<file path="src/shared/cpgs_map.vh">
`ifndef CPGS_MAP_VH
`define CPGS_MAP_VH
// ----------------------------------------
// register byte offsets
// ----------------------------------------
`define CPGS_OFS_NUM        8'h00
`define CPGS_OFS_DEN        8'h04
`define CPGS_OFS_MULT       8'h08
`define CPGS_OFS_CTRL       8'h0c
`define CPGS_OFS_ACT_NUM    8'h10
`define CPGS_OFS_ACT_DEN    8'h14
`define CPGS_OFS_POS        8'h18
`define CPGS_OFS_STAT       8'h1c
// ----------------------------------------
// reset values and ranges
// ----------------------------------------
`define CPGS_NUM_RST        31'h00000020
`define CPGS_DEN_RST        31'h00000001
`define CPGS_MULT_RST       8'h01
`define CPGS_RATIO_MIN      31'h00000001
`define CPGS_RATIO_MAX      31'h40000000
`define CPGS_CTRL_RST       2'h2
// ----------------------------------------
// field positions
// ----------------------------------------
`define CPGS_CTRL_MULT_EN   0
`define CPGS_CTRL_POS_MODE  1
`define CPGS_CTRL_RESTART   2
`define CPGS_STAT_BUSY      0
`define CPGS_STAT_OVF       1
// ----------------------------------------
// sizes and counts
// ----------------------------------------
`define CPGS_DIV_STEPS      6'h28
`define CPGS_ENC_BITS       23
`define CPGS_ENC_COUNTS_REV 32'h00800000
`define CPGS_PEND_MAX       8'hff
`endif

</file>
<file path="src/rtl/cpgs_div.v">
`timescale 1ns/1ps
`include "cpgs_map.vh"
module cpgs_div (
   input  wire        clk,
   input  wire        rst_n,
   input  wire        start,
   input  wire [39:0] dividend,
   input  wire [30:0] divisor,
   output reg         done,
   output reg  [39:0] quotient,
   output reg  [30:0] remainder
);
   // ----------------------------------------
   // restoring divider, one bit per cycle
   // ----------------------------------------
   reg  [5:0]  cnt;
   reg         run;
   wire [31:0] shifted = {remainder, quotient[39]};
   wire        fits    = (shifted >= {1'b0, divisor});
   wire [31:0] diff    = shifted - {1'b0, divisor};

   always @(posedge clk or negedge rst_n) begin
      if (!rst_n) begin
         cnt       <= 6'h00;
         run       <= 1'b0;
         done      <= 1'b0;
         quotient  <= 40'h0000000000;
         remainder <= 31'h00000000;
      end else begin
         done <= 1'b0;
         if (start) begin
            run       <= 1'b1;
            cnt       <= `CPGS_DIV_STEPS;
            quotient  <= dividend;
            remainder <= 31'h00000000;
         end else if (run) begin
            // partial remainder stays below divisor, so 31 bits suffice
            if (fits) begin
               remainder <= diff[30:0];
            end else begin
               remainder <= shifted[30:0];
            end
            quotient <= {quotient[38:0], fits};
            cnt      <= cnt - 6'h01;
            if (cnt == 6'h01) begin
               run  <= 1'b0;
               done <= 1'b1;
            end
         end
      end
   end
endmodule

</file>
<file path="src/rtl/cpgs_top.v">
// Operation
// - numerator setting 1..1073741824, default 32, multiplies each pulse's contribution
// - denominator setting 1..1073741824, default 1, divides the scaled contribution
// - with multiplier enabled each pulse counts as n control units
// - 23-bit encoder at unity ratio needs 8388608 counts per revolution
`timescale 1ns/1ps
`include "cpgs_map.vh"
module cpgs_top (
   input  wire        pclk,
   input  wire        presetn,
   input  wire [7:0]  paddr,
   input  wire        psel,
   input  wire        penable,
   input  wire        pwrite,
   input  wire [31:0] pwdata,
   output reg  [31:0] prdata,
   output reg         pready,
   output reg         pslverr,
   input  wire        cmd_pulse,
   input  wire        cmd_dir,
   output reg  [31:0] position_cmd,
   output reg         position_step,
   output reg  [8:0]  revolution,
   output reg         busy
);
   // ----------------------------------------
   // states
   // ----------------------------------------
   localparam S_IDLE  = 2'd0;
   localparam S_DIV   = 2'd1;
   localparam S_APPLY = 2'd2;

   // ----------------------------------------
   // software settings and active copies
   // ----------------------------------------
   reg  [30:0] gear_ratio_numerator;
   reg  [30:0] gear_ratio_denominator;
   reg  [7:0]  pulse_input_multiplier;
   reg         mult_en;
   reg         pos_mode;
   reg  [30:0] act_num;
   reg  [30:0] act_den;
   reg  [7:0]  act_mult;
   reg         act_mult_en;
   reg         power_up;
   reg         restart;
   reg         ovf;

   // ----------------------------------------
   // pulse input sync
   // ----------------------------------------
   reg  [1:0]  pulse_sync;
   reg  [1:0]  dir_sync;
   reg         pulse_last;
   wire        pulse_edge = pulse_sync[1] & ~pulse_last;

   // ----------------------------------------
   // pending pulses and arithmetic
   // ----------------------------------------
   reg  [7:0]  pend_fwd;
   reg  [7:0]  pend_rev;
   reg  [1:0]  state;
   reg         cur_fwd;
   reg  [30:0] rem;
   reg         div_start;
   wire        div_done;
   wire [39:0] div_q;
   wire [30:0] div_r;
   wire [7:0]  units    = act_mult_en ? act_mult : 8'h01;
   wire [30:0] base     = cur_fwd ? rem : (act_den - 31'h00000001 - rem);
   wire [39:0] scaled   = {32'h00000000, units} * {9'h000, act_num};
   wire [39:0] dividend = scaled + {9'h000, base};
   reg  [39:0] q_hold;
   wire        take_fwd = (pend_fwd != 8'h00);
   wire        take_any = take_fwd | (pend_rev != 8'h00);
   wire        accept   = pulse_edge & pos_mode;

   // ----------------------------------------
   // apb decode
   // ----------------------------------------
   wire        setup  = psel & ~penable;
   wire        access = psel & penable & pready;
   wire        wr     = access & pwrite;
   wire        mapped = (paddr[7:5] == 3'h0) && (paddr[1:0] == 2'h0);
   wire        wr_ok  = (pwdata >= {1'b0, `CPGS_RATIO_MIN}) && (pwdata <= {1'b0, `CPGS_RATIO_MAX});
   reg  [31:0] next_rdata;

   always @* begin
      case (paddr)
         `CPGS_OFS_NUM:     next_rdata = {1'b0, gear_ratio_numerator};
         `CPGS_OFS_DEN:     next_rdata = {1'b0, gear_ratio_denominator};
         `CPGS_OFS_MULT:    next_rdata = {24'h000000, pulse_input_multiplier};
         `CPGS_OFS_CTRL:    next_rdata = {30'h00000000, pos_mode, mult_en};
         `CPGS_OFS_ACT_NUM: next_rdata = {1'b0, act_num};
         `CPGS_OFS_ACT_DEN: next_rdata = {1'b0, act_den};
         `CPGS_OFS_POS:     next_rdata = position_cmd;
         `CPGS_OFS_STAT:    next_rdata = {8'h00, pend_rev, pend_fwd, 6'h00, ovf, busy};
         default:           next_rdata = 32'h00000000;
      endcase
   end

   // zero-wait slave: answer prepared during the setup cycle
   always @(posedge pclk or negedge presetn) begin
      if (!presetn) begin
         prdata  <= 32'h00000000;
         pready  <= 1'b0;
         pslverr <= 1'b0;
      end else begin
         pready  <= setup;
         pslverr <= setup & ~mapped;
         if (setup & ~pwrite & mapped) begin
            prdata <= next_rdata;
         end else if (setup) begin
            prdata <= 32'h00000000;
         end
      end
   end

   // ----------------------------------------
   // register writes
   // ----------------------------------------
   always @(posedge pclk or negedge presetn) begin
      if (!presetn) begin
         gear_ratio_numerator   <= `CPGS_NUM_RST;
         gear_ratio_denominator <= `CPGS_DEN_RST;
         pulse_input_multiplier <= `CPGS_MULT_RST;
         mult_en                <= 1'b0;
         pos_mode               <= 1'b1;
         restart                <= 1'b0;
      end else begin
         // held until idle so a restart during a running step is not lost
         if (state == S_IDLE) begin
            restart <= 1'b0;
         end
         if (wr & ~pslverr) begin
            case (paddr)
               `CPGS_OFS_NUM: begin
                  // out-of-range values are dropped, old setting stays
                  if (wr_ok) gear_ratio_numerator <= pwdata[30:0];
               end
               `CPGS_OFS_DEN: begin
                  if (wr_ok) gear_ratio_denominator <= pwdata[30:0];
               end
               `CPGS_OFS_MULT: begin
                  if (pwdata[7:0] != 8'h00) pulse_input_multiplier <= pwdata[7:0];
               end
               `CPGS_OFS_CTRL: begin
                  mult_en  <= pwdata[`CPGS_CTRL_MULT_EN];
                  pos_mode <= pwdata[`CPGS_CTRL_POS_MODE];
                  restart  <= pwdata[`CPGS_CTRL_RESTART];
               end
               default: begin
               end
            endcase
         end
      end
   end

   // ----------------------------------------
   // power-up capture of the ratio
   // ----------------------------------------
   // restart stands in for a power cycle without losing the settings
   always @(posedge pclk or negedge presetn) begin
      if (!presetn) begin
         power_up    <= 1'b1;
         act_num     <= `CPGS_NUM_RST;
         act_den     <= `CPGS_DEN_RST;
         act_mult    <= `CPGS_MULT_RST;
         act_mult_en <= 1'b0;
      end else begin
         power_up <= 1'b0;
         if ((power_up | restart) && (state == S_IDLE)) begin
            act_num     <= gear_ratio_numerator;
            act_den     <= gear_ratio_denominator;
            act_mult    <= pulse_input_multiplier;
            act_mult_en <= mult_en;
         end
      end
   end

   // ----------------------------------------
   // command pulse input
   // ----------------------------------------
   always @(posedge pclk or negedge presetn) begin
      if (!presetn) begin
         pulse_sync <= 2'h0;
         dir_sync   <= 2'h0;
         pulse_last <= 1'b0;
      end else begin
         pulse_sync <= {pulse_sync[0], cmd_pulse};
         dir_sync   <= {dir_sync[0], cmd_dir};
         pulse_last <= pulse_sync[1];
      end
   end

   // ----------------------------------------
   // pending pulses
   // ----------------------------------------
   // burst depth is limited; excess pulses are lost and flagged
   wire dec_fwd = (state == S_IDLE) & take_fwd & ~restart;
   wire dec_rev = (state == S_IDLE) & ~take_fwd & take_any & ~restart;
   wire ovf_clr = wr & ~pslverr & (paddr == `CPGS_OFS_STAT) & pwdata[`CPGS_STAT_OVF];
   wire add_fwd = accept & ~dir_sync[1];
   wire add_rev = accept & dir_sync[1];
   wire full_f  = (pend_fwd == `CPGS_PEND_MAX) & ~dec_fwd;
   wire full_r  = (pend_rev == `CPGS_PEND_MAX) & ~dec_rev;

   always @(posedge pclk or negedge presetn) begin
      if (!presetn) begin
         pend_fwd <= 8'h00;
         pend_rev <= 8'h00;
         ovf      <= 1'b0;
      end else begin
         if (restart) begin
            pend_fwd <= 8'h00;
            pend_rev <= 8'h00;
         end else begin
            pend_fwd <= pend_fwd + {7'h00, add_fwd & ~full_f} - {7'h00, dec_fwd};
            pend_rev <= pend_rev + {7'h00, add_rev & ~full_r} - {7'h00, dec_rev};
         end
         // a new overflow wins over a clear in the same cycle
         if ((add_fwd & full_f) | (add_rev & full_r)) begin
            ovf <= 1'b1;
         end else if (ovf_clr) begin
            ovf <= 1'b0;
         end
      end
   end

   // ----------------------------------------
   // gear scaling sequence
   // ----------------------------------------
   // reverse steps work on the mirrored remainder so rounding stays symmetric
   always @(posedge pclk or negedge presetn) begin
      if (!presetn) begin
         state         <= S_IDLE;
         cur_fwd       <= 1'b1;
         rem           <= 31'h00000000;
         div_start     <= 1'b0;
         q_hold        <= 40'h0000000000;
         position_cmd  <= 32'h00000000;
         position_step <= 1'b0;
         revolution    <= 9'h000;
         busy          <= 1'b0;
      end else begin
         div_start     <= 1'b0;
         position_step <= 1'b0;
         case (state)
            S_IDLE: begin
               busy <= 1'b0;
               if (restart) begin
                  rem          <= 31'h00000000;
                  position_cmd <= 32'h00000000;
                  revolution   <= 9'h000;
               end else if (take_any) begin
                  cur_fwd   <= take_fwd;
                  div_start <= 1'b1;
                  busy      <= 1'b1;
                  state     <= S_DIV;
               end
            end
            S_DIV: begin
               if (div_done) begin
                  q_hold <= div_q;
                  if (cur_fwd) begin
                     rem <= div_r;
                  end else begin
                     rem <= act_den - 31'h00000001 - div_r;
                  end
                  state <= S_APPLY;
               end
            end
            S_APPLY: begin
               if (cur_fwd) begin
                  position_cmd <= position_cmd + q_hold[31:0];
               end else begin
                  position_cmd <= position_cmd - q_hold[31:0];
               end
               position_step <= 1'b1;
               state         <= S_IDLE;
            end
            default: begin
               state <= S_IDLE;
            end
         endcase
         // follows the position every cycle, one cycle behind
         revolution <= position_cmd[31:`CPGS_ENC_BITS];
      end
   end

   // ----------------------------------------
   // divider
   // ----------------------------------------
   // dividend = units * numerator + remainder, one pulse per pass
   cpgs_div u_div (
      .clk       (pclk),
      .rst_n     (presetn),
      .start     (div_start),
      .dividend  (dividend),
      .divisor   (act_den),
      .done      (div_done),
      .quotient  (div_q),
      .remainder (div_r)
   );
endmodule

</file>
<file path="config.mk">
export PLATFORM = sky130hd
export DESIGN_NAME = cpgs_top
export DESIGN_NICKNAME = d
export VERILOG_FILES = /design/src/rtl/cpgs_div.v /design/src/rtl/cpgs_top.v
export VERILOG_INCLUDE_DIRS = /design/src /design/src/shared
export SDC_FILE = /design/constraint.sdc
export NUM_CORES = 2
export LEC_CHECK = 0
export ABC_AREA = 0
export CAP_MARGIN = 20
export CORE_ASPECT_RATIO = 0.75
export CORE_MARGIN = 4
export CORE_UTILIZATION = 50
export CTS_BUF_LIST = sky130_fd_sc_hd__clkbuf_8
export CTS_CLUSTER_SIZE = 40
export DETAILED_ROUTE_END_ITERATION = 10
export DONT_BUFFER_PORTS = 1
export GPL_TIMING_DRIVEN = 0
export HOLD_SLACK_MARGIN = 0.15
export RECOVER_POWER = 25
export SYNTH_ARGS = -nofsm -noshare
export SYNTH_HDL_FRONTEND = slang
export SYNTH_SLANG_ARGS = --single-unit
</file>
<file path="constraint.sdc">
create_clock -name pclk -period 15.4 [get_ports pclk]
set_input_delay 1.54 -clock pclk [delete_from_list [all_inputs] [get_ports pclk]]
set_output_delay 1.54 -clock pclk [all_outputs]
set_load 0.05 [all_outputs]
</file>
## After elaboration in Yosys (flattened, before gate mapping)

Cells that the tools add are included.

| word-level totals | value |
|---|---|
| bits of input ports | 47 |
| logic and storage cells | 170 |
| output and inout port bits | 77 |
| register bits | 390 |

| operators by class | value |
|---|---|
| bitwise logic cells | 40 |
| equality and inequality tests | 16 |
| $add $sub $neg | 12 |
| $mul | 1 |
| reduce and logical (&&, ||, !) cells | 24 |
| $lt $le $gt $ge | 3 |
| multiplexer cells | 40 |

Operators with widths:

| cell | count |
|---|---|
| one-hot mux 32 bit (8 select lines) | 1 |
| two-way mux 31 bit | 7 |
| two-way mux 32 bit | 4 |
| subtractor 31 bit | 3 |
| two-way mux 40 bit | 2 |
| one-hot mux 32 bit (2 select lines) | 1 |
| one-hot mux 31 bit (2 select lines) | 1 |
| adder 39 x 31 -> 40 bit | 1 |
| multiplier 8 x 31 -> 39 bit | 1 |
| adder 32 bit | 1 |
| equality test 8 x 5 -> 1 bit, second input constant | 4 |
| greater-or-equal comparator 32 x 1 -> 1 bit, second input constant | 1 |
| greater-or-equal comparator 32 x 31 -> 1 bit | 1 |
| less-or-equal comparator 32 x 31 -> 1 bit, second input constant | 1 |
| subtractor 32 bit | 1 |
| subtractor 31 x 1 -> 31 bit, second input constant | 1 |
| bitwise AND 1 bit | 25 |
| two-way mux 8 bit | 3 |
| nonzero test 8 bit | 3 |
| AND reduction 3 bit | 6 |
| adder 8 x 1 -> 8 bit | 2 |
| equality test 8 x 4 -> 1 bit, second input constant | 2 |
| equality test 8 bit, second input constant | 2 |
| subtractor 8 x 1 -> 8 bit | 2 |
| 19 further kinds | 60 |

## Depth between registers and ports, before layout

| logic depth | value |
|---|---|
| word-level depth | 12 |
| mapped depth | 39 |
| gate-level depth less buffers | 38 |

## Modules after synthesis

From an unflattened synthesis, not the netlist that was laid out.

| unflattened totals | value |
|---|---|
| cell total of the unflattened synthesis | 3,598 |
| area, all modules | 32,745.2 µm² |

Modules (own cells, without submodules):

| module | cells each | area each (µm²) | times used | sequential area each (µm²) |
|---|---|---|---|---|
| cpgs_top | 2,979 | 27,407.5 | 1 | 7,793.7 |
| cpgs_div | 619 | 5,337.6 | 1 | 1,976.9 |

## Least setup slack after synthesis

OpenSTA, ideal clock, no wires.

| path | value |
|---|---|
| path kind | reg-to-reg |
| start | register act_den[4] |
| end | register u_div.quotient[38] |
| setup time | 0.126 ns |
| stages on the path, launching flop included | 35 |
| required time | 15.274 ns |
| clock period less this slack | 8.147 ns |
| arrival time | 8.021 ns |
| slack | 7.253 ns |
| cell sequence | dfrtp_1 > or3_1 > nor3_2 > nand2_1 > or3_1 > nor2b_2 > nand2_1 > nor4_4 > nand2_2 > nor3_1 > xnor2_1 > ha_1 > nor2b_1 > o21ai_0 > nand2b_1 > a2111oi_0 > a21oi_1 > a211o_1 > a21oi_1 > xnor2_1 > mux2i_1 > fa_1 > fa_1 > fa_1 > fa_1 > inv_1 > ha_1 > a21oi_1 > o21ai_0 > a22o_1 > a311o_1 > a31o_2 > a21oi_1 > nor4b_2 > nor3_1 |

| on the way | value |
|---|---|
| cells in the longest elaborated chain, start to end | 5 |

Ends and longest elaborated chain:

| element | RTL line | text |
|---|---|---|
| start, declared | cpgs_top.v:42 | `reg [30:0] act_den;` |
| start signal, assigned | cpgs_top.v:167 | `` act_den <= `CPGS_DEN_RST; `` |
| start signal, assigned | cpgs_top.v:174 | `act_den <= gear_ratio_denominator;` |
| subtractor 31 x 1 -> 31 bit | cpgs_top.v:70 | `wire [30:0] base = cur_fwd ? rem : (act_den - 31'h00000001 - rem);` |
| subtractor 31 bit | cpgs_top.v:70 |  |
| two-way mux 31 bit | cpgs_top.v:70 |  |
| adder 39 x 31 -> 40 bit | cpgs_top.v:72 | `wire [39:0] dividend = scaled + {9'h000, base};` |
| two-way mux 40 bit | cpgs_div.v:31 | `if (start) begin` |
| end signal, assigned | cpgs_div.v:34 | `quotient <= dividend;` |
| end signal, assigned | cpgs_div.v:43 | `quotient <= {quotient[38:0], fits};` |
| end, declared | cpgs_div.v:10 | `output reg [39:0] quotient,` |

No other way between the ends.
A chain may end at the register's enable or synchronous reset.

## Worst setup path in the final report

| path | value |
|---|---|
| start | register act_den[4] |
| end | register u_div.quotient[39] |

Same word-level chain as after synthesis.

==> reports/metrics.cfg <==
[logic_synthesis]
synthCells=3651
synth_top_area_frac=0.290
synth_area_per_cell_um2=9.00
ys_warn_count=0
async_flop_share=1.00
syn-num-nets=4126
synthesis.area_um2=32900
synthFlopType=dfrtp_1
synth_seq_cells=390
synth_edf_count=0
seq_area_frac_synth=0.297
synth_top_area_cell=dfrtp_1
netlist_top_cells_area=dfrtp_1 (29%), fa_1 (13%), ha_1 (8.3%)
synth_cell_types=95

[power_and_ir_drop]
switching_share=0.495
powerDensity_nw_per_um2=175
p_seq_frac=0.255
p_total_mw=6.20
power_leakage_nw=16.4
p_sw_mw=3.07
intPower_mw=3.13
peakVddDrop_mv=0.0893
power_frac_clock=0.166
comb_power_share=0.580

[sta]
max-slew-margin-rel=0.190
worst_slew_pin_slew_ns=1.21
period_minus_slack_ns=10.90
setup-tns-final_ns=0
clock_skew_ns=0.0421
rsz0062_at_grt=no
fmax_mhz=91.7
hold_slack_ns=0.350
final_max_slew_viol_count=0
setup_viol=0
fin_crit_sh=0.708
hold_violations=0
setup_ws_ns=4.50

[setup_path]
arrival_ns=11.41
cp_slowest_cell=xnor2_1
cp.required_ns=15.90
worstPathMaxFanout=8
r2r_slack_ns=4.50
path_class=reg -> reg
slowest_delay_ns=0.69
end_kind=register
critPathMostFrequentCell=fa_1
start_kind=register

[clock_tree]
numClockSinks=390
clk_pin_slew_ns=0.07
cts_tree=done
cts_root_buf=clkbuf_8
holdBufCountCts=0
cts_resized=0
h-tree-depth=3
cts_buffers=70
clock_latency_ns=0.69
cts_buffer_depth=3
post-cts-setup-buffer-count=0

[global_routing]
grt_pass1_vias=28000
use_met1=0.525
grt_max_degree=391
grt_pass1_wl_um=189000
use_met2=0.505
grt_busiest_layer=met1
use_met3=0.132
grt_overflow=0
antenna_found_initial=15
grt.total_usage=0.364

[die]
die_width_um=304
die_area_um2=70000
die_h_um=230
ioPinCount=124
num_rows=81
coreArea_um2=65200
initial_core_util=0.504

[cells_and_area]
areaGrowthSynthToFinish_pct=7.84
stdcell_area_um2=35500
drive_gt1_frac=0.0741
num-nets-final=4205
fin_cells=4659
final_core_util=0.544
final.fill_count=6073

[placement]
dp_hpwl_um=104000
gp_congestion=1.05
port_buffers=0
pre_cts_ws_ns=4.86
place_inst=4526
dpl_cell_area_um2=34000

[route]
via_per_inst=6.19
postRouteAntennaNets=0
routed_wl_um=128000
drt_first_iter_violations=3551
remaining_drc_errors=0
routedWlPerCell_um=27.5
vias=28800
drtPass1Iterations=8

[job]
cap_violations=0

[outcome]
status=finished clean

[hold_path]
min_path_type=reg -> reg

## registers in the layout, indices dropped and copies added, names as in the netlist, 2 cells and up
signal / count
u_div.quotient: 40
position_cmd: 32
prdata: 32
q_hold: 32
act_den: 31
act_num: 31
gear_ratio_denominator: 31
gear_ratio_numerator: 31
rem: 31
u_div.remainder: 31
revolution: 9
act_mult: 8
pend_fwd: 8
pend_rev: 8
pulse_input_multiplier: 8
u_div.cnt: 6
dir_sync: 2
pulse_sync: 2
state: 2
## worst paths after layout
path / from / endpoint / cells after the start
min in group asynchronous: presetn / position_cmd[17] / 0
max reg2reg: act_den[4] / u_div.quotient[39] / 35
min: dir_sync[0] / dir_sync[1] / 0
max in group asynchronous: presetn / act_den[24] / 0
min reg2reg: dir_sync[0] / dir_sync[1] / 0
max: act_den[4] / u_div.quotient[39] / 35
## final cells by class
| cell class | count | area, um2 | share of cell area |
|---|---|---|---|
| clock buffers | 79 | 1090 | 0.0307 |
| well taps | 871 | 1090 | 0.0307 |
| flip-flops and latches | 390 | 9770 | 0.276 |
| inverters | 333 | 1250 | 0.0353 |
| diodes | 8 | 20.0 | 0.000565 |
| repair buffers | 7 | 73.8 | 0.00208 |
| multi-input cells | 2737 | 21100 | 0.596 |
| plain buffers | 191 | 721 | 0.0203 |
| clock inverters | 43 | 305 | 0.00861 |
## layout by cell type (no fill, tap or decap), types with 17 or more instances in the layout
cell type / n
a21o_1: 72
o21ai_0: 231
dfrtp_1: 381
mux2_2: 116
a22oi_1: 88
a21oi_1: 172
mux2i_1: 42
fa_1: 211
inv_1: 353
a31oi_1: 27
a22o_1: 40
or3_1: 17
buf_1: 46
xor2_1: 75
nand4_1: 26
and3_1: 110
a211oi_1: 27
o21bai_1: 25
a311oi_1: 18
nor4_1: 19
nand2b_1: 23
nand3_1: 76
nor2_1: 184
o21a_1: 21
clkbuf_8: 79
nor2b_1: 30
ha_1: 217
clkbuf_1: 142
nand2_1: 505
xnor2_1: 123
nor3_1: 54
## power by group through the flow
stage	combinational, mW	sequential, mW	clock [mW]
3_5_place_dp	3.51	1.58	0
2_1_floorplan	2.55	1.44	0
3_3_place_gp	3.43	1.58	0
5_1_grt	3.96	1.60	1.09
6_report	3.60	1.58	1.03
4_1_cts	3.53	1.57	1.04
## Yosys cell counts (42+ instances only)
| cell | instances |
|---|---|
| inv_1 | 332 |
| xor2_1 | 75 |
| a21o_1 | 72 |
| buf_1 | 46 |
| and3_1 | 110 |
| a22oi_1 | 88 |
| nand3_1 | 76 |
| nor3_1 | 54 |
| o21ai_0 | 231 |
| fa_1 | 211 |
| a21oi_1 | 172 |
| clkbuf_1 | 142 |
| nor2_1 | 184 |
| dfrtp_1 | 381 |
| xnor2_1 | 123 |
| nand2_1 | 505 |
| mux2i_1 | 42 |
| ha_1 | 217 |
| mux2_2 | 116 |
## kinds of logic (layout without fill, tap and decap cells)
| logic type | after synthesis | in the layout | synth area share |
|---|---|---|---|
| simple gates | 1105 | 1105 | 0.157 |
| compound gates | 847 | 847 | 0.169 |
| buf+inv | 524 | 653 | 0.0599 |
| fa+ha+maj | 428 | 428 | 0.211 |
| flops | 390 | 390 | 0.297 |
| xor+xnor | 198 | 198 | 0.0528 |
| mux | 158 | 158 | 0.0525 |
| other cells | 1 | 9 | 0.000114 |
## per-layer routing
layer / routed length (um) / share of wire / up-vias
met5: 39 / 0.00030 / -
met4: 4300 / 0.033 / 6
met3: 16800 / 0.13 / 194
met2: 51300 / 0.40 / 1475
met1: 55800 / 0.44 / 14400
li1: - / - / 12800
## critical path: cells and delay by family, from the launching register on
family | cells | cell delay (ns)
AOI/OAI and AO/OA | 10 | 2.94
and+or+nand+nor | 13 | 2.91
adders and majority gates | 6 | 2.79
xor gates and xnor gates | 4 | 1.28
DFF | 1 | 0.45
buffers and inverters | 2 | 0.36
Power figures use the tool's default switching activity.
